File: src/smp_regs.svh
//------------------------------------------------------------------------------
// Second multi-function pin control: constants
//------------------------------------------------------------------------------
// Summary of operation
// RL1: Function field bits 7..4 resets to 0000; pin then neither drives nor listens. The code still samples the pin into bit 2 and bclk_o in every mode.
// RL2: Software never writes reserved function code 0001.
// RL3: Code 0010 drives headset detect interrupt, active high, about 1.75 ms long.
// RL4: Code 0011 is general input; code 0100 is general output from value bit.
// RL5: Codes 0101..0111 take microphone data, sampled on both microphone clock edges.
// RL6: Code 1000 makes pin the serial bus bit clock; direction from bus setup.
// RL7: Code 1001 drives headset OR button interrupt.
// RL8: Code 1010 drives headset OR button OR short circuit OR noise interrupt.
// RL9: Code 1011 drives headset OR noise interrupt.
// RL10: Code 1110 drives short circuit OR noise interrupt.
// RL11: Code 1101 drives short circuit interrupt alone.
// RL12: Code 1111 drives button or hook-switch interrupt; noise-only code conflicts.
// RL13: Unprinted code 1100 decodes as a disabled pin.
// RL14: Bit 3 sets general output level, resets to zero.
// RL15: Read-only bit 2 shows the sampled pin level; writes ignored.
// RL16: Bit 1 zero: each interrupt is one active-high pulse of about 2 ms (about 1.75 ms for code 0010).
// RL17: Bit 1 one: interrupt pulses repeat until host reads flag register 96.
// RL18: Software writes only zero to reserved bit 0.
`ifndef SMP_REGS_SVH
`define SMP_REGS_SVH

//------------------------------------------------------------------------------
// Register map
//------------------------------------------------------------------------------
`define SMP_ADDR_CTRL    8'h63
`define SMP_ADDR_STATUS  8'h68
`define SMP_ADDR_MASK    8'h69
`define SMP_CTRL_RESET   8'h00

// Control field positions
`define SMP_FN_HI        7
`define SMP_FN_LO        4
`define SMP_GPO_BIT      3
`define SMP_GPI_BIT      2
`define SMP_DUR_BIT      1
`define SMP_RSV_BIT      0

// Status and mask bits
`define SMP_EV_W         3
`define SMP_EV_RISE      0
`define SMP_EV_FALL      1
`define SMP_EV_PULSE     2

// Function codes
`define SMP_FN_OFF       4'h0
`define SMP_FN_RSVD      4'h1
`define SMP_FN_HS        4'h2
`define SMP_FN_GPI       4'h3
`define SMP_FN_GPO       4'h4
`define SMP_FN_MIC_A     4'h5
`define SMP_FN_MIC_B     4'h6
`define SMP_FN_MIC_C     4'h7
`define SMP_FN_BCLK      4'h8
`define SMP_FN_HS_BTN    4'h9
`define SMP_FN_ALL       4'hA
`define SMP_FN_HS_NS     4'hB
`define SMP_FN_UNUSED    4'hC
`define SMP_FN_SC        4'hD
`define SMP_FN_SC_NS     4'hE
`define SMP_FN_BTN       4'hF

//------------------------------------------------------------------------------
// Timing
//------------------------------------------------------------------------------
`define SMP_CLK_MHZ      40
`define SMP_HS_PULSE_US  1750
`define SMP_IRQ_PULSE_US 2000
`define SMP_IRQ_GAP_US   2000
`define SMP_CNT_W        17

`endif

File: src/smp_pkg.sv
`include "smp_regs.svh"

package smp_pkg;

  // Pin usage derived from the function field
  typedef enum logic [2:0] {
    SMP_OFF, SMP_IRQ, SMP_GPI, SMP_GPO, SMP_MIC, SMP_BCLK
  } smp_mode_t;

  // Interrupt pulse generator states
  typedef enum logic [1:0] {
    PS_IDLE, PS_HIGH, PS_GAP
  } smp_pst_t;

  // Complete state of the block
  typedef struct packed {
    logic [3:0]            fn;
    logic                  gpo;
    logic                  dur;
    logic                  rsv;
    logic                  pin_q;
    logic                  pin_prev;
    smp_pst_t              pst;
    logic [`SMP_CNT_W-1:0] cnt;
    logic                  armed;
    logic                  mic_clk_q;
    logic                  mic_rise;
    logic                  mic_fall;
    logic                  mic_valid;
    logic                  bclk;
    logic                  pin_o;
    logic                  pin_oe;
    logic [`SMP_EV_W-1:0]  sts;
    logic [`SMP_EV_W-1:0]  msk;
    logic                  irq;
    logic [7:0]            rdata;
  } smp_state_t;

endpackage

File: src/smp_pin_ctrl.sv
`include "smp_regs.svh"

module smp_pin_ctrl #(
  parameter int HS_PULSE_CYC  = `SMP_HS_PULSE_US * `SMP_CLK_MHZ,
  parameter int IRQ_PULSE_CYC = `SMP_IRQ_PULSE_US * `SMP_CLK_MHZ,
  parameter int IRQ_GAP_CYC   = `SMP_IRQ_GAP_US * `SMP_CLK_MHZ
) (
  // Clock, reset, enable
  input  wire logic       mclk_i,
  input  wire logic       rst_i,
  input  wire logic       ce_i,
  // Register port
  input  wire logic [7:0] addr_i,
  input  wire logic [7:0] wdata_i,
  input  wire logic       wr_i,
  input  wire logic       rd_i,
  output logic      [7:0] rdata_o,
  // Detection event sources and flag register read
  input  wire logic       hs_det_i,
  input  wire logic       btn_i,
  input  wire logic       short_i,
  input  wire logic       noise_i,
  input  wire logic       flag_read_i,
  // Serial bus bit clock
  input  wire logic       bclk_dir_out_i,
  input  wire logic       bclk_src_i,
  output logic            bclk_o,
  // Microphone data
  input  wire logic       mic_clk_i,
  output logic            mic_rise_o,
  output logic            mic_fall_o,
  output logic            mic_valid_o,
  // Pin
  input  wire logic       pin_i,
  output logic            pin_o,
  output logic            pin_oe_o,
  // Interrupt
  output logic            irq_o
);
  import smp_pkg::*;

  localparam logic [`SMP_CNT_W-1:0] HS_LEN  = HS_PULSE_CYC[`SMP_CNT_W-1:0];
  localparam logic [`SMP_CNT_W-1:0] IRQ_LEN = IRQ_PULSE_CYC[`SMP_CNT_W-1:0];
  localparam logic [`SMP_CNT_W-1:0] GAP_LEN = IRQ_GAP_CYC[`SMP_CNT_W-1:0];

  smp_state_t st;
  smp_state_t next_st;

  //----------------------------------------------------------------------------
  // Function decoding
  //----------------------------------------------------------------------------

  // Map a function code onto a pin usage
  function automatic smp_mode_t smp_decode(input logic [3:0] fn);
    smp_mode_t m;
    m = SMP_OFF;
    unique case (fn)
      `SMP_FN_OFF, `SMP_FN_RSVD, `SMP_FN_UNUSED: m = SMP_OFF; // RL1 RL13
      `SMP_FN_GPI:                               m = SMP_GPI; // RL4
      `SMP_FN_GPO:                               m = SMP_GPO; // RL4
      `SMP_FN_MIC_A, `SMP_FN_MIC_B, `SMP_FN_MIC_C: m = SMP_MIC; // RL5
      `SMP_FN_BCLK:                              m = SMP_BCLK; // RL6
      `SMP_FN_HS, `SMP_FN_HS_BTN, `SMP_FN_ALL, `SMP_FN_HS_NS,
      `SMP_FN_SC, `SMP_FN_SC_NS, `SMP_FN_BTN:   m = SMP_IRQ;
    endcase
    return m;
  endfunction

  // Combine detection events as the function code selects
  function automatic logic smp_source(input logic [3:0] fn, input logic hs,
                                      input logic btn, input logic sc,
                                      input logic ns);
    logic s;
    s = 1'b0;
    case (fn)
      `SMP_FN_HS:     s = hs;                    // RL3
      `SMP_FN_HS_BTN: s = hs | btn;              // RL7
      `SMP_FN_ALL:    s = hs | btn | sc | ns;    // RL8
      `SMP_FN_HS_NS:  s = hs | ns;               // RL9
      `SMP_FN_SC_NS:  s = sc | ns;               // RL10
      `SMP_FN_SC:     s = sc;                    // RL11
      `SMP_FN_BTN:    s = btn;                   // RL12
      default:        s = 1'b0;
    endcase
    return s;
  endfunction

  //----------------------------------------------------------------------------
  // Next state
  //----------------------------------------------------------------------------

  // Whole block behaviour in one pass
  always_comb begin
    smp_mode_t            mode;
    logic                 event_in;
    logic                 mic_rise_edge;
    logic                 mic_fall_edge;
    logic                 pulse_start;
    logic [`SMP_CNT_W-1:0] len;
    logic [`SMP_EV_W-1:0] ev;
    logic [`SMP_EV_W-1:0] clr;

    next_st = st;
    mode = smp_decode(st.fn);
    event_in = smp_source(st.fn, hs_det_i, btn_i, short_i, noise_i);
    mic_rise_edge = mic_clk_i & ~st.mic_clk_q;
    mic_fall_edge = ~mic_clk_i & st.mic_clk_q;
    pulse_start = 1'b0;
    len = (st.fn == `SMP_FN_HS) ? HS_LEN : IRQ_LEN; // RL3 RL16
    ev = '0;
    clr = '0;

    // Sample the pin every cycle for reads and edge events
    next_st.pin_q = pin_i;                       // RL15
    next_st.pin_prev = st.pin_q;
    next_st.mic_clk_q = mic_clk_i;
    next_st.bclk = st.pin_q;

    // Control register write; input value bit is not writable
    if (wr_i && addr_i == `SMP_ADDR_CTRL) begin
      next_st.fn = wdata_i[`SMP_FN_HI:`SMP_FN_LO];
      next_st.gpo = wdata_i[`SMP_GPO_BIT];       // RL14
      next_st.dur = wdata_i[`SMP_DUR_BIT];
      next_st.rsv = wdata_i[`SMP_RSV_BIT];       // RL18
    end
    if (wr_i && addr_i == `SMP_ADDR_MASK) begin
      next_st.msk = wdata_i[`SMP_EV_W-1:0];
    end
    if (wr_i && addr_i == `SMP_ADDR_STATUS) begin
      clr = wdata_i[`SMP_EV_W-1:0];
    end

    // Interrupt pulse generator
    if (mode != SMP_IRQ) begin
      next_st.pst = PS_IDLE;
      next_st.cnt = '0;
      next_st.armed = 1'b0;
    end else begin
      // Host read of the flag register stops repetition
      if (flag_read_i) begin
        next_st.armed = 1'b0;                    // RL17
      end
      if (event_in && st.dur) begin
        next_st.armed = 1'b1;                    // RL17
      end
      unique case (st.pst)
        PS_IDLE: begin
          if (event_in) begin
            next_st.pst = PS_HIGH;               // RL16
            next_st.cnt = len;
            pulse_start = 1'b1;
          end
        end
        PS_HIGH: begin
          if (st.cnt > 1) begin
            next_st.cnt = st.cnt - 1'b1;
          end else if (st.dur && next_st.armed) begin
            next_st.pst = PS_GAP;                // RL17
            next_st.cnt = GAP_LEN;
          end else begin
            next_st.pst = PS_IDLE;               // RL16
            next_st.cnt = '0;
          end
        end
        PS_GAP: begin
          if (!next_st.armed) begin
            next_st.pst = PS_IDLE;               // RL17
            next_st.cnt = '0;
          end else if (st.cnt > 1) begin
            next_st.cnt = st.cnt - 1'b1;
          end else begin
            next_st.pst = PS_HIGH;               // RL17
            next_st.cnt = len;
            pulse_start = 1'b1;
          end
        end
        // Unused code recovers to idle
        default: begin
          next_st.pst = PS_IDLE;
          next_st.cnt = '0;
        end
      endcase
    end

    // Microphone data taken on both clock edges
    next_st.mic_valid = 1'b0;
    if (mode == SMP_MIC) begin
      if (mic_rise_edge) begin
        next_st.mic_rise = pin_i;                // RL5
      end
      if (mic_fall_edge) begin
        next_st.mic_fall = pin_i;                // RL5
        next_st.mic_valid = 1'b1;
      end
    end

    // Pin drive according to usage
    unique case (mode)
      SMP_OFF, SMP_GPI, SMP_MIC: begin
        next_st.pin_o = 1'b0;                    // RL1 RL4
        next_st.pin_oe = 1'b0;
      end
      SMP_GPO: begin
        next_st.pin_o = st.gpo;                  // RL4 RL14
        next_st.pin_oe = 1'b1;
      end
      SMP_BCLK: begin
        next_st.pin_o = bclk_dir_out_i & bclk_src_i; // RL6
        next_st.pin_oe = bclk_dir_out_i;
      end
      SMP_IRQ: begin
        next_st.pin_o = (next_st.pst == PS_HIGH);
        next_st.pin_oe = 1'b1;
      end
    endcase

    // Sticky events: set beats clear
    if (mode == SMP_GPI) begin
      ev[`SMP_EV_RISE] = st.pin_q & ~st.pin_prev;
      ev[`SMP_EV_FALL] = ~st.pin_q & st.pin_prev;
    end
    ev[`SMP_EV_PULSE] = pulse_start;
    next_st.sts = (st.sts & ~clr) | ev;
    next_st.irq = |(next_st.sts & next_st.msk);

    // Read data valid only in the cycle after the strobe
    next_st.rdata = 8'h00;
    if (rd_i) begin
      case (addr_i)
        `SMP_ADDR_CTRL:   next_st.rdata = {st.fn, st.gpo, st.pin_q, st.dur, st.rsv}; // RL15
        `SMP_ADDR_STATUS: next_st.rdata = {{(8-`SMP_EV_W){1'b0}}, st.sts};
        `SMP_ADDR_MASK:   next_st.rdata = {{(8-`SMP_EV_W){1'b0}}, st.msk};
        default:          next_st.rdata = 8'h00;
      endcase
    end
  end

  //----------------------------------------------------------------------------
  // State register
  //----------------------------------------------------------------------------

  // Reset clears everything, function field to disabled
  always_ff @(posedge mclk_i or posedge rst_i) begin
    if (rst_i) begin
      st <= '0;                                  // RL1
    end else if (ce_i) begin
      st <= next_st;
    end
  end

  // Outputs straight from the state register
  assign rdata_o     = st.rdata;
  assign bclk_o      = st.bclk;
  assign mic_rise_o  = st.mic_rise;
  assign mic_fall_o  = st.mic_fall;
  assign mic_valid_o = st.mic_valid;
  assign pin_o       = st.pin_o;
  assign pin_oe_o    = st.pin_oe;
  assign irq_o       = st.irq;

endmodule

File: config.mk
export PLATFORM = sky130hd
export DESIGN_NAME = smp_pin_ctrl
export DESIGN_NICKNAME = d
export VERILOG_FILES = /design/src/smp_pkg.sv /design/src/smp_pin_ctrl.sv
export VERILOG_INCLUDE_DIRS = /design/src
export SDC_FILE = /design/constraint.sdc
export NUM_CORES = 1
export LEC_CHECK = 0
export BUFFER_PORTS_ARGS = -buffer_cell sky130_fd_sc_hd__buf_2
export CAP_MARGIN = 10
export CORE_MARGIN = 8
export CORE_UTILIZATION = 50
export CTS_CLUSTER_DIAMETER = 30
export DETAILED_ROUTE_END_ITERATION = 7
export HOLD_SLACK_MARGIN = 0.08
export PLACE_DENSITY = 0.7
export SETUP_SLACK_MARGIN = 0.15
export SLEW_MARGIN = 20
export SYNTH_ARGS = -nofsm -noshare
export SYNTH_HDL_FRONTEND = slang
export SYNTH_SLANG_ARGS = --single-unit
File: constraint.sdc
create_clock -name mclk_i -period 4.46 [get_ports mclk_i]
set_input_delay 0.892 -clock mclk_i [delete_from_list [all_inputs] [get_ports mclk_i]]
set_output_delay 0.892 -clock mclk_i [all_outputs]
set_load 0.03 [all_outputs]
# Word-level counts from Yosys, hierarchy flattened
# Memories as Yosys holds them, arrays and structs flattened.
# Cells that the tools add are included.
# Widths: inputs -> output; s select.
# word_totals
ff_bits,50
romBits,48
in_bits,30
output_inout_bits,15
n_memories,1
# op_classes
n_addsub,1
order_cmp,1
n_eq_ne,20
muxes,27
bitwise,18
reduce_logical,13
# memory_table
memory,depth,word_bits,rd,rd_clocked_by_memory_dff,write_ports,line_no,rtl
(name not given),16,3,1,0,0,smp_pin_ctrl.sv:57,unique case (fn)
# op_table
cell,n
$mux 19,3
$pmux 19 s3,1
$mux 17,2
$eq 4x4->1 const B,6
$eq 8x7->1 const B,3
$pmux 8 s3,1
$mux 20,1
$gt 17x1->1 const B,1
$sub 17x1->17 const B,1
$mux 14,1
$mux 1,9
$mux 8,1
$pmux 2 s4,1
$pmux 1 s7,1
$and 3x3->3,2
$eq 3x2->1 const B,2
$eq 3x3->1 const B,2
$mux 2,3
$mux 3,2
$reduce_and 3->1,2
$reduce_or 3->1,2
$and 1x1->1,5
$logic_and 1x1->1,5
$or 1x1->1,5
other kinds (13),18

# Depth between registers and ports, before layout
# logic_depth
ltp_word,14
depth_mapped,9
depth_no_buf,8

# Worst setup path before layout
# Ideal clock, no wire load.
# synth_path
kind,input -> register
from,in addr_i[4]
to,reg st[44] (netlist bit)
setup_time_ns,0.125
t_arrival_ns,2.373
required_ns,4.335
path_slack_ns,1.962
cell_stages,5
cell_sequence,nor4bb_1 and4b_1 and3_1 clkbuf_1 mux2_2
# synth_between
elab_chain_len,3
# synth_lines
element,line_no,rtl
start: declaration,smp_pin_ctrl.sv:13,"input wire logic [7:0] addr_i,"
$eq 8x7->1,--,
$logic_and 1x1->1 (no line),--,
$reduce_and 2->1 (no line),--,
end signal: assignment,smp_pin_ctrl.sv:247,st <= next_st;
end: declaration,smp_pin_ctrl.sv:46,smp_state_t st;
# Every way passes these cells.
# A chain may end at the register's enable or synchronous reset.

# Final worst setup path
# layout_path
from,in btn_i
to,reg st[33] (netlist bit)
# layout_between
elab_chain_len,10
elab_cells_between_ends,12
# layout_lines
element,line_no,rtl
start: declaration,smp_pin_ctrl.sv:20,"input wire logic btn_i,"
$or 1x1->1,"smp_pin_ctrl.sv:77, smp_pin_ctrl.sv:78",
$or 1x1->1 (2 in a row),smp_pin_ctrl.sv:78,`SMP_FN_ALL: s = hs | btn | sc | ns;
$pmux 1 s7 *,smp_pin_ctrl.sv:75,case (fn)
$logic_and 1x1->1,smp_pin_ctrl.sv:143,if (event_in && st.dur) begin
$mux 1,smp_pin_ctrl.sv:143,
$mux 1,smp_pin_ctrl.sv:134,if (mode != SMP_IRQ) begin
$mux 19,smp_pin_ctrl.sv:166,if (!next_st.armed) begin
$pmux 19 s3,smp_pin_ctrl.sv:146,unique case (st.pst)
$mux 20,smp_pin_ctrl.sv:134,
# Every way passes the cells marked *; elsewhere a longest branch is shown, timed or not. The select of a mux whose other input is x is not followed.

==> flow_metrics.tcl <==
set metrics [dict create \
    synth_edf_count 0 \
    antenna_found_initial 0 \
    overflow 0 \
    fin_nets 386 \
    dpl-instance-area_um2 3270 \
    cts.htree.levels 2 \
    ir_worst_vdd_mv 0.205 \
    cp-start-kind "input port" \
    slew_violations 0 \
    path_max_fanout 18 \
    cts-resized-gates 0 \
    postLayoutCellArea_um2 3370 \
    synth_top_family_by_area "compound AO/OA/AOI/OAI gates" \
    synth.area.mux_share 0.0775 \
    coreArea_um2 5920 \
    netlist_top_cells_count "50 x dfrtp_1, 39 x nand2_1, 20 x o21ai_0" \
    min_period_ns 2.74 \
    cts_buffer_depth 2 \
    grt_max_degree 51 \
    dieArea_um2 8900 \
    hold_viol 0 \
    finClkSkew_ns 0.00801 \
    ant_nets 0 \
    cts-buffers-inserted 5 \
    yosys.area_share.simple 0.207 \
    gp_congestion 0.887 \
    pwr-share-seq 0.566 \
    ctsRootBufferMaster "clkbuf_8" \
    globalRouteTotalUtil 0.174 \
    finalSetupTns_ns 0 \
    avgRoutedWirePerCell_um 17.0 \
    r2r-start "st[47]$_DFFE_PP0P_" \
    clk_pin_slew_ns 0.10 \
    setup_viol 0 \
    place_hpwl_um 5240 \
    drive_gt1_frac 0.223 \
    cts_hold_buf 0 \
    worst_slew_pin_slew_ns 0.880 \
    leakagePower_nw 1.63 \
    p_clk_frac 0.343 \
    syn_avg_cell_area_um2 9.47 \
    yosys.area_share.xor_xnor 0.00857 \
    cts_num_sinks 50 \
    synth_top_area_frac 0.408 \
    post-route-util 0.569 \
    yosys_register_bits 50 \
    cap_violations 0 \
    cp-end-kind "flop" \
    p_comb_frac 0.091 \
    yosysSeqAreaShare 0.408 \
    p_switching_mw 0.217 \
    synthTopCellsByArea "dfrtp_1 41%, mux2_2 5.1%, nand2_1 4.8%, o21ai_0 3.3%, mux2i_1 2.6%" \
    power_report.internal_total_mw 0.619 \
    grt_pass1_wl_um 12600 \
    dr.pass1.iters 5 \
    fmax_mhz 365 \
    vias 2615 \
    rows 28 \
    areaGrowthSynthToFinish_pct 9.83 \
    fin_total_pwr_mw 0.836 \
    critPathArrivalTime_ns 2.94 \
    diodes 0 \
    clk_latency_ns 0.31 \
    synth_area_leader_cell "dfrtp_1" \
    port-buffer-count 44 \
    die_w_um 94.3 \
    cts_tree "built" \
    yosys.area_share.adder 0.00816 \
    synth-async-reset-ratio 1.00 \
    start_util 0.518 \
    ys.flop_type "dfrtp_1" \
    wirelength_um 7290 \
    synth_compound_area_frac 0.233 \
    die_y_um 94.3 \
    first_global_vias 2545 \
    yosys.cell_types.count 61 \
    hp-start "pin_oe_o$_DFFE_PP0P_" \
    first_iter_violations 152 \
    yosysMostFrequentCell "dfrtp_1" \
    cts_setup_buffers 0 \
    powerDensity_nw_per_um2 248 \
    startpoint "btn_i" \
    switching_share 0.259 \
    status "finished, final reports clean" \
    rsz0062_at_grt "false" \
    crit_type "in2reg" \
    cp.required_ns 4.66 \
    drc_errors 0 \
    ios 45 \
    min-delay-path-class "reg2reg" \
    syn_inst 324 \
    whs_ns 0.481 \
    viasPerCell 6.08 \
    yosysWarnings 0 \
    slew-limit-headroom 0.413 \
    syn_nets 356 \
    synth_area_um2 3070 \
    min_period_over_period 0.614 \
]
final timing paths:
| check | endpoint | slack (ns) | cells past startpoint |
|---|---|---|---|
| worst max-delay path | st[33]$_DFFE_PP0P_ | 1.72 | 7 |
| worst min-delay path | pin_oe_o$_DFFE_PP0P_ | 0.48 | 1 |
| worst max register to register | st[33]$_DFFE_PP0P_ | 1.85 | 6 |
| worst min register to register | pin_oe_o$_DFFE_PP0P_ | 0.48 | 1 |
| max in group asynchronous | rdata_o[2]$_DFFE_PP0P_ | 3.21 | 2 |
| min in group asynchronous | st[33]$_DFFE_PP0P_ | 0.72 | 2 |
per-layer routing:
| layer | vias up | track usage | routed length [um] |
|---|---|---|---|
| li1 | 1276 | - | - |
| met1 | 1232 | 0.244 | 3490 |
| met2 | 95 | 0.252 | 3210 |
| met3 | 12 | 0.0424 | 494 |
| met4 | 0 | 0.0608 | 104 |
| met5 | - | 0 | 0 |
area by class of cell:
cell class / instances / area, um^2
clock inverter: 2 / 16.3
tap: 75 / 93.8
fill: 546 / 2550
clock buffer: 6 / 82.6
multi-input combinational: 237 / 1640
inverter: 15 / 57.6
sequential: 50 / 1250
timing repair buffer: 45 / 228
stage by stage:
step | setup WS, ns | instances
2_1_floorplan | 1.96 | 324
3_3_place_gp | 1.50 | 422
3_5_place_dp | 1.45 | 422
4_1_cts | 1.78 | 430
5_1_grt | 1.62 | 430
6_report | 1.72 | 430
flip-flops by register name (all words and copies together) (netlist names):
name	count
rdata_o	8
mic_fall_o	1
mic_valid_o	1
mic_rise_o	1
bclk_o	1
irq_o	1
pin_oe_o	1
st	34
next_st	1
pin_o	1
cell usage in the layout, fill, tap and decap left out, drive strengths merged, types with 3 or more instances in the layout:
master	instances
dfrtp	50
buf	45
nand2	39
o21ai	21
inv	15
mux2	14
nor2	13
nand3	11
nor3	10
a22o	9
a31oi	9
mux2i	8
o211ai	8
nand2b	6
o31ai	6
clkbuf	6
nand4	6
nor3b	5
nor2b	5
a21oi	5
o221ai	5
a211oi	4
o21a	3
o22ai	3
a32oi	3
a21boi	3
nor4	3
kinds of logic after synthesis:
kind of cell,after synthesis
flip-flops,50
AND/OR/NAND/NOR,111
AO/OA/AOI/OAI,99
adder cells (fa/ha/maj),2
multiplexers,22
buffers and inverters,37
XOR/XNOR,3
power groups by stage:
stage | sequential (mW) | combinational (mW) | clock (mW)
after global routing | 0.475 | 0.0850 | 0.312
after floorplan | 0.488 | 0.0396 | 0
after detailed placement | 0.482 | 0.0771 | 0
after global placement | 0.481 | 0.0761 | 0
after CTS | 0.473 | 0.0773 | 0.295
final | 0.473 | 0.0763 | 0.287
critical path: stages:
cell,delay [ns]
buf_2,0.11
nor2b_1,0.13
o21a_1,0.21
o21ai_1,0.45
a41o_1,0.67
o21ai_0,0.19
a32o_1,0.29
(Power assumes the default switching activity.)
